`config.mk`:
```
export PLATFORM = sky130hd
export DESIGN_NAME = psa_top
export DESIGN_NICKNAME = d
export VERILOG_FILES = /design/src/design/psa_pkg.sv /design/src/design/psa_top.sv
export SDC_FILE = /design/constraint.sdc
export NUM_CORES = 1
export LEC_CHECK = 0
export BUFFER_PORTS_ARGS = -buffer_cell sky130_fd_sc_hd__buf_2
export CAP_MARGIN = 20
export CORE_ASPECT_RATIO = 0.7
export CORE_UTILIZATION = 60
export DETAILED_ROUTE_END_ITERATION = 10
export GPL_TIMING_DRIVEN = 0
export HOLD_SLACK_MARGIN = 0.12
export PLACE_DENSITY = 0.87
export SYNTH_ARGS = -nofsm -noshare
export SYNTH_HDL_FRONTEND = slang
export SYNTH_SLANG_ARGS = --single-unit
```
`constraint.sdc`:
```
create_clock -name clk_in -period 3.6 [get_ports clk_in]
set_clock_uncertainty 0.05 [all_clocks]
set_input_delay 0.36 -clock clk_in [delete_from_list [all_inputs] [get_ports clk_in]]
set_output_delay 0.36 -clock clk_in [all_outputs]
set_load 0.005 [all_outputs]
```
`src/design/psa_pkg.sv`:
```
// protection settings alarm block: shared constants and types
// Notes on behaviour
// - write-settings command word 0x63657373, request frame is exactly 28 bytes
// - accepted write request answered by a frame holding only the echoed word
// - read command 0x63657367, 4-byte request, 28-byte answer shaped like write; its top byte is compared as left by the previous frame
// - payload: seven 16-bit limits, flag byte, 7 reserved bytes, 16-bit checksum
// - undervoltage flag set: motor off while supply below lower limit
// - alarm when motor current exceeds its limit
// - alarm when motor supply voltage exceeds its limit
// - alarm when temperature exceeds its limit in tenths of a degree
// - alarm when host supply current exceeds its limit
// - alarm when host supply voltage exceeds its maximum
// - alarm when host supply voltage falls below its minimum
// - overheat flag set: driver overheat signal raises alarm
// - bridge flag set: power stage off on any bridge fault
// - border flag set: misconfigured borders raise alarm
// - sticky flag set: alarms latch, only stop clears them
// - reconnect flag set: connection recovery module enabled
// - border misconfiguration detection makes motor stop at both borders
package psa_pkg;
	localparam logic [31:0] CMD_WRITE = 32'h63657373;
	localparam logic [31:0] CMD_READ = 32'h63657367;
	localparam logic [5:0] LEN_SETTINGS = 6'h1C;
	localparam logic [5:0] LEN_CMD = 6'h04;
	localparam logic [5:0] LEN_MAX = 6'h3F;
	localparam logic [5:0] POS_LIMITS = 6'h04;
	localparam logic [5:0] POS_FLAGS = 6'h12;
	localparam int N_LIMITS = 7;
	// limit indices in frame order
	localparam int LIM_UV = 0;
	localparam int LIM_MOTOR_MA = 1;
	localparam int LIM_MOTOR_MV = 2;
	localparam int LIM_TEMP = 3;
	localparam int LIM_HOST_MA = 4;
	localparam int LIM_HOST_MAX = 5;
	localparam int LIM_HOST_MIN = 6;
	// flag bit positions
	localparam int FL_OVERHEAT = 0;
	localparam int FL_UNDERVOLT = 1;
	localparam int FL_BRIDGE = 2;
	localparam int FL_BORDER = 3;
	localparam int FL_STICKY = 4;
	localparam int FL_RECONNECT = 5;
	localparam logic [7:0] FLAGS_DEFINED = 8'h3F;
	localparam logic [7:0] FLAGS_RESET = 8'h00;
	localparam logic [15:0] LIMIT_MAX_RESET = 16'hFFFF;
	localparam logic [15:0] LIMIT_MIN_RESET = 16'h0000;
	// alarm cause bits
	localparam int AL_MOTOR_MA = 0;
	localparam int AL_MOTOR_MV = 1;
	localparam int AL_TEMP = 2;
	localparam int AL_HOST_MA = 3;
	localparam int AL_HOST_HIGH = 4;
	localparam int AL_HOST_LOW = 5;
	localparam int AL_OVERHEAT = 6;
	localparam int AL_BORDER = 7;
	// event bits of status and mask
	localparam int EV_ALARM = 0;
	localparam int EV_UNDERVOLT = 1;
	localparam int EV_BRIDGE = 2;
	localparam int EV_WRITTEN = 3;
	localparam int EV_BAD_FRAME = 4;
	localparam int N_EVENTS = 5;
	// register byte addresses
	localparam logic [3:0] REG_STATUS = 4'h0;
	localparam logic [3:0] REG_MASK = 4'h4;
	localparam logic [3:0] REG_ALARM = 4'h8;
	localparam logic [3:0] REG_CTRL = 4'hC;
	localparam int CTRL_STOP = 0;
	localparam logic [31:0] BUS_UNMAPPED = 32'h00000000;

	typedef struct packed {
		logic [15:0] motor_mv;
		logic [15:0] motor_ma;
		logic [15:0] temp;
		logic [15:0] host_ma;
		logic [15:0] host_mv;
	} psa_meas_s;

	typedef struct packed {
		logic [N_LIMITS-1:0][15:0] limit;
		logic [7:0] flags;
	} psa_settings_s;

	typedef enum logic [2:0] {
		ST_IDLE = 3'b001,
		ST_SEND = 3'b010,
		ST_HOLD = 3'b100
	} psa_state_e;
endpackage : psa_pkg

```
`src/design/psa_top.sv`:
```
// protection settings alarm block: command interpreter, limits, alarms, bus
`timescale 1ns/10ps
module psa_top
	import psa_pkg::*;
(
	input wire logic clk_in, // 25 MHz clock
	input wire logic rst_b_in, // async reset, active low
	// command link, frames already delimited by the framing layer
	input wire logic rx_valid_in, // received byte strobe
	input wire logic [7:0] rx_byte_in, // received byte
	input wire logic rx_last_in, // byte ends the frame
	output logic tx_valid_out, // answer byte valid
	output logic [7:0] tx_byte_out, // answer byte
	output logic tx_last_out, // last byte of answer
	input wire logic tx_ready_in, // framing layer takes byte
	// measurements from converter logic on this clock
	input wire psa_meas_s meas_in, // measured values
	input wire logic overheat_in, // driver overheat pin
	input wire logic bridge_fault_in, // any bridge fault pin
	input wire logic border_misset_in, // borders swapped or misset
	input wire logic border_detect_en_in, // border setting selects detection
	input wire logic stop_cmd_in, // stop command pulse
	// protection outputs
	output logic alarm_out, // alarm state
	output logic [7:0] alarm_cause_out, // alarm causes
	output logic motor_off_out, // motor switched off
	output logic power_stage_off_out, // power stage switched off
	output logic border_stop_out, // stop at both borders
	output logic reconnect_en_out, // connection recovery enabled
	// avalon-mm slave
	input wire logic [3:0] avs_address, // byte address
	input wire logic avs_read, // read request
	input wire logic avs_write, // write request
	input wire logic [31:0] avs_writedata, // write data
	input wire logic [3:0] avs_byteenable, // byte lanes
	output logic [31:0] avs_readdata, // read data
	output logic avs_waitrequest, // stall
	output logic irq_out // level interrupt
);

	psa_state_e state;
	psa_settings_s settings;
	psa_settings_s shadow;
	logic [31:0] cmd_word;
	logic [5:0] rx_count;
	logic [5:0] tx_index;
	logic [5:0] tx_len;
	logic [31:0] tx_cmd;
	logic [1:0] overheat_sync;
	logic [1:0] bridge_sync;
	logic [7:0] live_cause;
	logic [7:0] cause;
	logic undervolt;
	logic alarm_prev;
	logic [N_EVENTS-1:0] status;
	logic [N_EVENTS-1:0] mask;
	logic [N_EVENTS-1:0] event_set;
	logic sw_stop;
	logic stop_any;
	logic bus_ack;
	logic bus_wr_take;
	logic frame_end;
	logic write_ok;
	logic read_ok;
	logic bad_frame;
	logic [7:0] next_tx_byte;

	// byte of the answer frame at a position, little endian fields
	function automatic logic [7:0] answer_byte(
		input psa_settings_s s,
		input logic [31:0] cmd,
		input logic [5:0] idx
	);
		logic [5:0] off;
		logic [7:0] b;
		b = 8'h00;
		off = 6'h00;
		if (idx < POS_LIMITS) begin
			b = cmd[8*idx[1:0] +: 8];
		end else if (idx < POS_FLAGS) begin
			off = idx - POS_LIMITS;
			b = s.limit[off[5:1]][8*off[0] +: 8];
		end else if (idx == POS_FLAGS) begin
			b = s.flags & FLAGS_DEFINED;
		end
		// reserved bytes and checksum slot read zero; framer fills crc
		return b;
	endfunction : answer_byte

	// compare helper used for every upper limit
	function automatic logic above(
		input logic [15:0] value,
		input logic [15:0] limit
	);
		return value > limit;
	endfunction : above

	// register select for a write taken on the edge that ends the wait
	function automatic logic reg_hit(
		input logic take,
		input logic [3:0] addr,
		input logic [3:0] want
	);
		return take && addr == want;
	endfunction : reg_hit

	// pin inputs cross into the clock domain
	always_ff @(posedge clk_in or negedge rst_b_in) begin
		if (!rst_b_in) begin
			overheat_sync <= 2'h0;
			bridge_sync <= 2'h0;
		end else begin
			overheat_sync <= {overheat_sync[0], overheat_in};
			bridge_sync <= {bridge_sync[0], bridge_fault_in};
		end
	end

	assign frame_end = rx_valid_in & rx_last_in;
	// count excludes the byte that ends the frame
	assign write_ok = frame_end && cmd_word == CMD_WRITE
		&& rx_count == LEN_SETTINGS - 6'h01;
	assign read_ok = frame_end && cmd_word == CMD_READ
		&& rx_count == LEN_CMD - 6'h01;
	// frames ending while an answer is pending are dropped
	assign bad_frame = frame_end
		&& (!(write_ok || read_ok) || state != ST_IDLE);

	// receive: gather command word and payload into the shadow copy
	always_ff @(posedge clk_in or negedge rst_b_in) begin
		if (!rst_b_in) begin
			rx_count <= 6'h00;
			cmd_word <= 32'h00000000;
		end else if (rx_valid_in) begin
			if (rx_last_in) begin
				rx_count <= 6'h00;
			end else if (rx_count != LEN_MAX) begin
				rx_count <= rx_count + 6'h01;
			end
			if (rx_count < LEN_CMD) begin
				cmd_word[8*rx_count[1:0] +: 8] <= rx_byte_in;
			end
		end
	end

	always_ff @(posedge clk_in or negedge rst_b_in) begin
		if (!rst_b_in) begin
			shadow <= '0;
		end else if (rx_valid_in && rx_count >= POS_LIMITS) begin
			if (rx_count < POS_FLAGS) begin
				shadow.limit[6'(rx_count - POS_LIMITS) >> 1]
					[8*(rx_count[0]) +: 8] <= rx_byte_in;
			end else if (rx_count == POS_FLAGS) begin
				shadow.flags <= rx_byte_in & FLAGS_DEFINED;
			end
			// reserved and checksum bytes are not kept
		end
	end

	// commit only a whole, well-formed write frame
	always_ff @(posedge clk_in or negedge rst_b_in) begin
		if (!rst_b_in) begin
			for (int i = 0; i < N_LIMITS; i++) begin
				settings.limit[i] <= LIMIT_MAX_RESET;
			end
			settings.limit[LIM_UV] <= LIMIT_MIN_RESET;
			settings.limit[LIM_HOST_MIN] <= LIMIT_MIN_RESET;
			settings.flags <= FLAGS_RESET;
		end else if (write_ok && state == ST_IDLE) begin
			settings <= shadow;
			// last byte of a 28-byte frame is checksum, shadow is complete
		end
	end

	// answer sequencer
	always_ff @(posedge clk_in or negedge rst_b_in) begin
		if (!rst_b_in) begin
			state <= ST_IDLE;
			tx_index <= 6'h00;
			tx_len <= 6'h00;
			tx_cmd <= 32'h00000000;
		end else begin
			case (state)
				ST_IDLE: begin
					if (write_ok) begin
						tx_cmd <= CMD_WRITE;
						tx_len <= LEN_CMD;
						tx_index <= 6'h00;
						state <= ST_HOLD;
					end else if (read_ok) begin
						tx_cmd <= CMD_READ;
						tx_len <= LEN_SETTINGS;
						tx_index <= 6'h00;
						state <= ST_HOLD;
					end
				end
				// one cycle for the committed settings to settle
				ST_HOLD: begin
					state <= ST_SEND;
				end
				ST_SEND: begin
					if (tx_ready_in) begin
						if (tx_index == tx_len - 6'h01) begin
							state <= ST_IDLE;
						end else begin
							tx_index <= tx_index + 6'h01;
						end
					end
				end
				default: begin
					state <= ST_IDLE;
				end
			endcase
		end
	end

	assign next_tx_byte = answer_byte(settings, tx_cmd, tx_index);

	always_ff @(posedge clk_in or negedge rst_b_in) begin
		if (!rst_b_in) begin
			tx_byte_out <= 8'h00;
			tx_last_out <= 1'b0;
		end else begin
			tx_byte_out <= next_tx_byte;
			tx_last_out <= 1'b0;
			if (state == ST_HOLD) begin
				tx_byte_out <= answer_byte(settings, tx_cmd, 6'h00);
				tx_last_out <= (tx_len == 6'h01);
			end else if (state == ST_SEND && tx_ready_in) begin
				tx_byte_out <= answer_byte(settings, tx_cmd,
					tx_index + 6'h01);
				tx_last_out <= (tx_index + 6'h02 == tx_len);
			end else if (state == ST_SEND) begin
				tx_byte_out <= tx_byte_out;
				tx_last_out <= tx_last_out;
			end
		end
	end

	assign tx_valid_out = (state == ST_SEND);

	// live limit checks
	always_comb begin
		live_cause = 8'h00;
		live_cause[AL_MOTOR_MA] = above(meas_in.motor_ma,
			settings.limit[LIM_MOTOR_MA]);
		live_cause[AL_MOTOR_MV] = above(meas_in.motor_mv,
			settings.limit[LIM_MOTOR_MV]);
		live_cause[AL_TEMP] = above(meas_in.temp,
			settings.limit[LIM_TEMP]);
		live_cause[AL_HOST_MA] = above(meas_in.host_ma,
			settings.limit[LIM_HOST_MA]);
		live_cause[AL_HOST_HIGH] = above(meas_in.host_mv,
			settings.limit[LIM_HOST_MAX]);
		live_cause[AL_HOST_LOW] = above(settings.limit[LIM_HOST_MIN],
			meas_in.host_mv);
		live_cause[AL_OVERHEAT] = overheat_sync[1]
			& settings.flags[FL_OVERHEAT];
		live_cause[AL_BORDER] = border_misset_in
			& settings.flags[FL_BORDER];
	end

	assign undervolt = settings.flags[FL_UNDERVOLT]
		&& above(settings.limit[LIM_UV], meas_in.motor_mv);
	assign stop_any = stop_cmd_in | sw_stop;

	// alarm causes: latched when sticky, new causes win over stop
	always_ff @(posedge clk_in or negedge rst_b_in) begin
		if (!rst_b_in) begin
			cause <= 8'h00;
		end else if (settings.flags[FL_STICKY]) begin
			cause <= live_cause | (stop_any ? 8'h00 : cause);
		end else begin
			cause <= live_cause;
		end
	end

	always_ff @(posedge clk_in or negedge rst_b_in) begin
		if (!rst_b_in) begin
			motor_off_out <= 1'b0;
			power_stage_off_out <= 1'b0;
			border_stop_out <= 1'b0;
			reconnect_en_out <= 1'b0;
			alarm_prev <= 1'b0;
		end else begin
			motor_off_out <= undervolt;
			power_stage_off_out <= settings.flags[FL_BRIDGE]
				& bridge_sync[1];
			border_stop_out <= border_detect_en_in
				& border_misset_in;
			reconnect_en_out <= settings.flags[FL_RECONNECT];
			alarm_prev <= |cause;
		end
	end

	assign alarm_out = |cause;
	assign alarm_cause_out = cause;

	// event sources for the interrupt status
	always_comb begin
		event_set = '0;
		event_set[EV_ALARM] = (|cause) & ~alarm_prev;
		event_set[EV_UNDERVOLT] = undervolt & ~motor_off_out;
		event_set[EV_BRIDGE] = settings.flags[FL_BRIDGE]
			& bridge_sync[1] & ~power_stage_off_out;
		event_set[EV_WRITTEN] = write_ok & (state == ST_IDLE);
		event_set[EV_BAD_FRAME] = bad_frame;
	end

	// bus: one wait state, answer on the second edge of a request
	assign avs_waitrequest = (avs_read | avs_write) & ~bus_ack;
	// all writable fields sit in byte lane 0, other lanes are ignored
	assign bus_wr_take = avs_write & bus_ack & avs_byteenable[0];

	always_ff @(posedge clk_in or negedge rst_b_in) begin
		if (!rst_b_in) begin
			bus_ack <= 1'b0;
		end else begin
			bus_ack <= (avs_read | avs_write) & ~bus_ack;
		end
	end

	always_ff @(posedge clk_in or negedge rst_b_in) begin
		if (!rst_b_in) begin
			avs_readdata <= 32'h00000000;
		end else if (avs_read && !bus_ack) begin
			case (avs_address)
				REG_STATUS: avs_readdata <= 32'(status);
				REG_MASK: avs_readdata <= 32'(mask);
				REG_ALARM: avs_readdata <= 32'(cause);
				REG_CTRL: avs_readdata <= 32'(settings.flags);
				default: avs_readdata <= BUS_UNMAPPED;
			endcase
		end
	end

	// status: write one to clear, a new event in the same cycle wins
	always_ff @(posedge clk_in or negedge rst_b_in) begin
		if (!rst_b_in) begin
			status <= '0;
		end else if (reg_hit(bus_wr_take, avs_address, REG_STATUS)) begin
			status <= (status & ~avs_writedata[N_EVENTS-1:0]) | event_set;
		end else begin
			status <= status | event_set;
		end
	end

	always_ff @(posedge clk_in or negedge rst_b_in) begin
		if (!rst_b_in) begin
			mask <= '0;
		end else if (reg_hit(bus_wr_take, avs_address, REG_MASK)) begin
			mask <= avs_writedata[N_EVENTS-1:0];
		end
	end

	// software stop is a one-cycle pulse from a write of the stop bit
	always_ff @(posedge clk_in or negedge rst_b_in) begin
		if (!rst_b_in) begin
			sw_stop <= 1'b0;
		end else begin
			sw_stop <= reg_hit(bus_wr_take, avs_address, REG_CTRL)
				&& avs_writedata[CTRL_STOP];
		end
	end

	assign irq_out = |(status & mask);

endmodule : psa_top

```
* Yosys cells after proc, flatten, opt, wreduce, memory -nomap -nowiden
Cells that the tools add are included.
** Cells by class
- $add $sub $neg :: 9
- Multipliers :: 0
- Divide/modulo/power cells :: 0
- Order comparisons :: 18
- Equality and inequality tests :: 23
- Shifts and indexed selects :: 8
- Multiplexer cells :: 40
- Bitwise logic cells :: 25
- Reductions and logical operators :: 32
** Operators by type and width (count)
- $bwmux 112 :: 1
- $gt 16x16->1 :: 7
- $bmux 16 s3 :: 2
- $mux 8 :: 9
- $eq 32x31->1 const B :: 2
- $mux 32 :: 2
- $shiftx 32x6->8 :: 2
- $mux 6 :: 10
- $demux 16 s3 :: 1
- $mux 16 :: 3
- $neg 4->34 :: 1
- $neg 5->34 :: 1
- $shift 8x34->16 const A :: 1
- $shift 8x34->32 const A :: 1
- $shiftx 8x34->16 :: 1
- $shiftx 8x34->32 :: 1
- $bwmux 32 :: 1
- $pmux 8 s4 :: 1
- $shiftx 16x5->8 :: 2
- $eq 6x5->1 const B :: 4
- $lt 6x3->1 const B :: 3
- $lt 6x5->1 const B :: 3
- $sub 6x3->6 const B :: 3
- $logic_and 1x1->1 :: 15
- other kinds (40) :: 78
** Word-level totals
- Flip-flop bits (word level) :: 391
- Bits in latches :: 0
- Memory bits (writable) :: 0
- Bits in read-only memories :: 0
- Logic and storage cells :: 192
- Memories kept :: 0

* Longest topological paths before layout
Gate-level depths: netlist of run 1.
- Depth after elaboration :: 9
- Depth in mapped cells :: 13
- Mapped depth without buffers :: 10

* Least setup slack after synthesis of run 1
No wires, ideal clock.
- Kind :: register -> register
- Start point :: reg tx_index[1]
- End point :: reg tx_byte_out[0]
- Data arrival time :: 2922 ps
- Slack :: 497 ps
- Stages on the path, launching flop included :: 14
- Buffers on the path :: 3
- Period minus slack after synthesis :: 3103 ps
- Path through :: dfrtp_1 -> ha_1 -> xor2_2 -> inv_1 -> buf_4 -> ha_1 -> buf_2 -> clkbuf_1 -> mux2_2 -> a221oi_1 -> nor3_1 -> a21oi_1 -> a211o_1 -> a21oi_1
** On the way
- Longest elaborated chain between the ends :: 9
- Elaborated cells between the ends (all ways) :: 26
- Those cells by class :: 3 x add/sub; 4 x order compare; 2 x eq/ne; 4 x shift; 13 x mux
** Ends and longest elaborated chain
- start: declaration :: RTL line psa_top.sv:46 : logic [5:0] tx_index;
- start signal: assignment :: RTL line psa_top.sv:205 : tx_index <= tx_index + 6'h01;
- $add 6x1->6 / $sub 6x3->6 (equally long branches) :: RTL line psa_top.sv:230, psa_top.sv:81
- $sub 6x3->6 / $bmux 16 s3 (equally long branches) :: RTL line psa_top.sv:81, psa_top.sv:82
- $bmux 16 s3 / $mux 16 (equally long branches) :: RTL line psa_top.sv:82 : b = s.limit[off[5:1]][8*off[0] +: 8];
- $mux 16 (not written as such) / $shiftx 16x5->8 (equally long branches) :: RTL line psa_top.sv:82
- $shiftx 16x5->8 / $mux 8 (equally long branches) :: RTL line psa_top.sv:82, psa_top.sv:80
- $mux 8, on equally long branches :: RTL line psa_top.sv:80, psa_top.sv:78
- $mux 8, on equally long branches :: RTL line psa_top.sv:78, psa_top.sv:232
- $mux 8 * :: RTL line psa_top.sv:228 : end else if (state == ST_SEND && tx_ready_in) begin
- $mux 8 * :: RTL line psa_top.sv:225 : if (state == ST_HOLD) begin
- end signal: assignment :: RTL line psa_top.sv:226 : tx_byte_out <= answer_byte(settings, tx_cmd, 6'h00);
- end signal: assignment :: RTL line psa_top.sv:229 : tx_byte_out <= answer_byte(settings, tx_cmd,
- end signal: assignment :: RTL line psa_top.sv:233 : tx_byte_out <= tx_byte_out;
- end: declaration :: RTL line psa_top.sv:13 : output logic [7:0] tx_byte_out,
Every way passes the cells marked *; elsewhere a longest branch is shown, timed or not. The select of a mux whose other input is x is not followed.
A chain may end at the register's enable or synchronous reset.

* Final worst setup path of run 1
- Start point :: reg tx_index[1]
- End point :: reg tx_byte_out[4]
The elaborated chain is that of the path after synthesis.

==> results of run 1 <==
through the flow:
stage	instance area [sq um]	util	power, mW	hold slack (ns)	setup slack, ns
final	21500	0.709	13.8	0.211	0.0764
after global routing	21500	0.709	14.3	0.268	-0.0178
after CTS	21500	0.708	13.5	0.193	0.0451
after detailed placement	20000	0.661	9.67	0.293	-0.660
after global placement	20000	0.659	9.61	0.288	-3.82
after floorplan	18800	-	7.93	0.0144	0.497
layer usage:
layer	vias to the layer above	wire (microns)	global-route usage
met5	-	24	0
li1	6643	-	-
met1	7754	25400	0.569
met2	1034	26400	0.582
met4	4	2520	0.142
met3	170	8170	0.124
worst register-to-register path, cell delays in order, from the launching register on:
cell and delay (ns):
dfrtp_1 0.48, ha_4 0.24, xor2_4 0.31, clkinvlp_4 0.15, buf_4 0.20, ha_1 0.28
clkbuf_4 0.22, mux2i_1 0.15, mux4_2 0.52, nor2_1 0.16, a2111oi_2 0.09, o31a_1 0.32
o32ai_1 0.26
cell usage in the layout, fill, tap and decap left out, types with 7 or more instances in the layout:
master	netlist	final
dfrtp_1	251	251
nand2_1	229	229
mux2_2	178	178
o21ai_0	157	156
buf_2	24	153
inv_1	131	130
ha_1	129	127
dfstp_2	81	81
a21oi_1	47	45
nor2_1	43	42
mux4_2	39	39
clkbuf_1	42	38
mux2i_1	34	34
buf_4	31	32
clkbuf_16	0	31
nand4_1	28	28
a21o_1	27	27
conb_1	1	24
nor3_1	23	23
dlygate4sd3_1	0	21
nor2b_1	15	15
nor4_1	15	15
o21ai_1	12	13
a31oi_1	13	13
nand2b_1	11	11
o21a_1	11	11
a22o_1	10	10
a2111oi_0	11	10
buf_1	11	10
nand3_1	8	8
xor2_1	8	8
a221oi_1	9	8
o211ai_1	7	7
clkinv_2	0	7
clkbuf_8	0	7
power by group:
part	internal [mW]	switching, mW
clock network	2.15	1.56
registers	4.07	0.242
logic	2.39	3.38
logic make-up after synthesis:
logic type,Yosys count
adders and majority gates,129
and+or+nand+nor,421
muxes,252
AOI/OAI and AO/OA,359
xor gates and xnor gates,16
other,1
DFF,332
buffers and inverters,242
registers in the layout, indices dropped and copies added, names as in the netlist, 2 cells and up:
register / cells
alarm_cause_out: 8
avs_readdata: 8
bridge_sync: 2
cmd_word: 32
mask: 5
overheat_sync: 2
rx_count: 6
settings: 118
shadow: 118
state: 3
status: 5
tx_byte_out: 8
tx_index: 6
tx_len: 2
final timing paths:
kind,start,end,slack [ns],depth (start not counted)
min in group asynchronous,rst_b_in,alarm_cause_out[4],0.28,2
worst max-delay path,tx_index[1],tx_byte_out[4],0.08,12
worst max register to register,tx_index[1],tx_byte_out[4],0.08,12
worst min register to register,bridge_sync[0],bridge_sync[1],0.31,0
max in group asynchronous,rst_b_in,cmd_word[4],2.18,3
worst min-delay path,avs_address[3],avs_readdata[5],0.21,3
layout make-up:
cell class | instances | area (sq um) | share of cell area
multi-input cells | 1201 | 9400 | 0.437
flip-flops and latches | 332 | 8410 | 0.391
repair buffers | 155 | 945 | 0.0439
clock buffers | 40 | 870 | 0.0405
plain buffers | 108 | 581 | 0.0270
well taps | 412 | 515 | 0.0240
inverters | 134 | 508 | 0.0236
clock inverters | 18 | 272 | 0.0126
diodes | 1 | 2.50 | 0.000116
repair_timing:
action,4_1_cts,5_1_grt
pin swaps,0,0
hold buffers,21,0
hold endpoints to repair,100,0
buffers inserted,1,0
resized for setup,18,16
setup endpoints to repair,8,6
==> results.ini, run 1 <==
[run_status]
status=finished clean

[critical_path]
cp_data_arrival_time_ns=3.96
crit_fanout=11
criticalPathCategory=register to register
cp-start-kind=register
critPathCaptureType=register
crit_chain=ha_4 -> xor2_4 -> clkinvlp_4 -> buf_4 -> ha_1 -> clkbuf_4 -> mux2i_1 -> mux4_2 -> nor2_1 -> a2111oi_2 -> o31a_1 -> o32ai_1
crit_family=multiplexers
crit_slowest_cell=mux4_2
worstPathRequired_ns=4.04
crit_buf_inv=3
cpPeakStageDelay_ns=0.52

[synth]
ys_types=77
synth_top_family_by_area=multiplexers
ys_ff_latch=332
synthXorXnorAreaFrac=0.00789
syn-cell-area_sq_um=18700
synthSimpleGateAreaFrac=0.108
yosys-top-cells-area=dfrtp_1 (34%), dfstp_2 (11%), mux2_2 (11%)
yosysSeqAreaShare=0.450
synth_most_common_cell=dfrtp_1
synth-async-reset-ratio=1.00
yosys_most_used_dff=dfrtp_1
synth_top_cell_by_area=dfrtp_1
synth_top_area_share=0.336
synth-adder-area-share=0.0863
synth_area_per_cell_sq_um=10.7
synth_mux_area_frac=0.173
synth_compound_area_frac=0.119
synth_cells=1752
synth_common_cells=dfrtp_1 (251), nand2_1 (229), mux2_2 (178)
synth_warnings=0
synth_edf_count=0

[cts]
tritoncts=built
clk_latency_ns=0.62
clock-sinks=332
cts.clk_slew.worst_paths_ns=0.07
clockBufferDepth=3
ctsRootBufferMaster=clkbuf_16
cts.htree.levels=1
cts_buffers=31

[die]
die_height_microns=150
ios=197
fp.dieW_microns=213
initial_core_util=0.617
placementRows=53
die-area_sq_um=31900
core_area_sq_um=30300

[drt]
dr.first_iter.drc_count=1986
wl_microns=62500
drc=0
routed_via_density=6.50
antenna_left=0
wire_per_inst_microns=26.0
route.vias.total=15605
dr.pass1.iters=6

[timing]
finalCritPeriodShare=0.979
setup_tns_ns=0
worst_slew_pin_slew_ns=1.14
maxSlewViolCount=0
setup_viol=0
fmax_mhz=284
maxSlewHeadroom=0.242
fin_crit_ns=3.52
hold_violations=0

[grt]
groute.usage.overall=0.402
grt_max_degree=135
grt-ovfl-total=0
antenna_found_initial=2
grt_pass1_wl_microns=93200
grt_pass1_vias=15275

[place]
dp_hpwl_microns=47300
io_buffers=130
place.gp.congestion=1.06
placed_cells=2320

[pwr]
irDropWorstVdd_v=0.000422
power_density_nw_per_um2=641
p_leak_nw=10.9

[layout]
stdcell_count=2401
layout.nets=2232
fillCellCount=2140
syn2layout_area_growth_pct=14.9
drive_above_1_share=0.292

[run]
cap_violations=0

[min_path]
holdCritPathClass=input port to register

Note: power is estimated with default switching activity, not from simulation.
==> run 2, diff against run 1 <==
--- a/config.mk
+++ b/config.mk
@@ -7,11 +7,12 @@
 export LEC_CHECK = 0
 export BUFFER_PORTS_ARGS = -buffer_cell sky130_fd_sc_hd__buf_2
 export CAP_MARGIN = 20
-export CORE_ASPECT_RATIO = 0.7
+export CORE_ASPECT_RATIO = 1.2
 export CORE_UTILIZATION = 60
 export DETAILED_ROUTE_END_ITERATION = 10
 export GPL_TIMING_DRIVEN = 0
 export HOLD_SLACK_MARGIN = 0.12
+export MAX_ROUTING_LAYER = met4
 export PLACE_DENSITY = 0.87
 export SYNTH_ARGS = -nofsm -noshare
 export SYNTH_HDL_FRONTEND = slang
==> constraint.sdc (replaced) <==
create_clock -name clk_in -period 3.35 [get_ports clk_in]
set_clock_uncertainty 0.05 [all_clocks]
set_input_delay 0.335 -clock clk_in [delete_from_list [all_inputs] [get_ports clk_in]]
set_output_delay 0.335 -clock clk_in [all_outputs]
set_load 0.005 [all_outputs]
==> results.ini, run 2 (synthesized netlist as in run 1, its figures left out) <==
[run_status]
status=finished clean

[drt]
drc=0
route.vias.total=15221
wire_per_inst_microns=25.1
dr.pass1.iters=6
dr.first_iter.drc_count=1727
wl_microns=59800
antenna_left=0
routed_via_density=6.38

[critical_path]
ff2ff_setup_slack_ns=0.1
crit_fanout=10
crit_buf_inv=1
crit_family=simple AND/OR/NAND/NOR gates
criticalPathCategory=register to register
reg2reg_to=tx_index[5]
crit_slowest_cell=nor4b_4
cpPeakStageDelay_ns=0.87
cp-start-kind=register
r2r.worst_path.cells=7
reg2reg_from=state[0]
critPathCaptureType=register
cp_data_arrival_time_ns=3.60
worstPathRequired_ns=3.70
crit_chain=buf_4 -> nor4bb_1 -> nand4_1 -> nor4b_4 -> nor2_2 -> a21oi_2 -> mux2_2

[cts]
clk_latency_ns=0.53
cts.clk_slew.worst_paths_ns=0.06
clockBufferDepth=3
ctsRootBufferMaster=clkbuf_16
cts_buffers=34
tritoncts=built
cts.htree.levels=2
clock-sinks=332

[grt]
groute.usage.overall=0.398
grt_pass1_vias=15417
grt-ovfl-total=0
antenna_found_initial=2
grt_max_degree=131
grt_pass1_wl_microns=91100

[layout]
reg_top3=settings: 118 flops, shadow: 118 flops, cmd_word: 32 flops
final_cell_mix=dfrtp_1 (249), nand2_1 (229), mux2_2 (178)
fillCellCount=2150
drive_above_1_share=0.293
layout_commonest_cell=dfrtp_1
register_area_sq_um=8410
final_util=0.701
stdcell_count=2387
num_antenna_cells=0
layout.nets=2236
multi_input_area_sq_um=9390
syn2layout_area_growth_pct=14.6

[die]
placementRows=70
die_height_microns=195
ios=197
initial_core_util=0.612
fp.dieW_microns=163
core_area_sq_um=30600
die-area_sq_um=31900

[timing]
fmax_mhz=307
setup_viol=0
fin_crit_ns=3.25
rsz0062_at_grt=false
maxSlewHeadroom=0.372
finalCritPeriodShare=0.971
whs_ns=0.154
maxSlewViolCount=0
hold_violations=0
worst_slew_pin_slew_ns=0.943

[min_path]
worstHoldPathCells=4
holdCritPathClass=input port to register
worstHoldStart=avs_address[0]
hold_end=avs_readdata[5]

[pwr]
p_leak_nw=10.9
power_density_nw_per_um2=676
irDropWorstVdd_v=0.000489
p_total_mw=14.5

[run]
cap_violations=0

[place]
io_buffers=130
dp_hpwl_microns=45000
placed_cells=2304
place.gp.congestion=1.01

[run 2: cell types whose count changed in the layout (fill, tap and decap cells not counted), moves of 2 or more]
cell	change
clkbuf_2	+2
clkbuf_16	+3
buf_4	+7
dlygate4sd3_1	-4
a21oi_1	+2
bufinv_16	-4
clkbuf_4	-4
buf_6	+2
clkbuf_1	+2
a21oi_2	-2
clkinvlp_4	-2
dfrtp_1	-2
dfrtp_2	+2
inv_6	-2
[run 2: where the power goes]
| group | switching (mW) | internal [mW] | leakage, nW |
|---|---|---|---|
| logic | 3.47 | 2.59 | 6.09 |
| clock network | 1.62 | 2.19 | 0.547 |
| registers | 0.239 | 4.38 | 4.22 |
[run 2: worst max path at each step]
stage | start | depth (start not counted) | endpoint
floorplan | tx_index[1] | 13 | tx_byte_out[0]
global placement | rst_b_in | 1 | bus_ack
detailed placement | tx_index[0] | 12 | tx_byte_out[2]
CTS | tx_index[1] | 12 | tx_byte_out[4]
global route | tx_index[0] | 13 | tx_byte_out[1]
finish | state[0] | 7 | tx_index[5]
[run 2: per-layer routing]
layer	part of all wire	vias up	global-route usage
met1	0.39	7592	0.494
li1	-	6658	-
met3	0.069	191	0.0556
met5	0	-	-
met2	0.48	780	0.631
met4	0.060	0	0.210
[run 2: cell type report]
type / instances / area share
Buffer: 108 / 0.0275
Clock buffer: 47 / 0.0452
Clock inverter: 13 / 0.00636
Inverter: 134 / 0.0235
Multi-Input combinational cell: 1201 / 0.438
Sequential cell: 332 / 0.392
Tap cell: 396 / 0.0231
Timing Repair Buffer: 156 / 0.0440
[run 2: through the flow]
step / cell area (sq um) / TNS (ns) / setup WS [ns]
2_1_floorplan: 18800 / 0 / 0.247
3_3_place_gp: 19900 / -1177.36 / -4.07
3_5_place_dp: 20000 / -7.06 / -1.03
4_1_cts: 21400 / 0 / 0.00403
5_1_grt: 21400 / 0 / 0.0139
6_report: 21400 / 0 / 0.0975
[run 2: worst min-delay path: stages]
cell and delay (ns):
buf_2 0.10, nor2_1 0.04, nand2_1 0.12, o31ai_1 0.10
[run 2: repair_timing]
item / 4_1_cts / 5_1_grt
buffers inserted: 0 / 6
resized for setup: 23 / 11
hold buffers: 17 / 0
hold endpoints to repair: 79 / 0
setup endpoints to repair: 9 / 16
pin swaps: 0 / 2
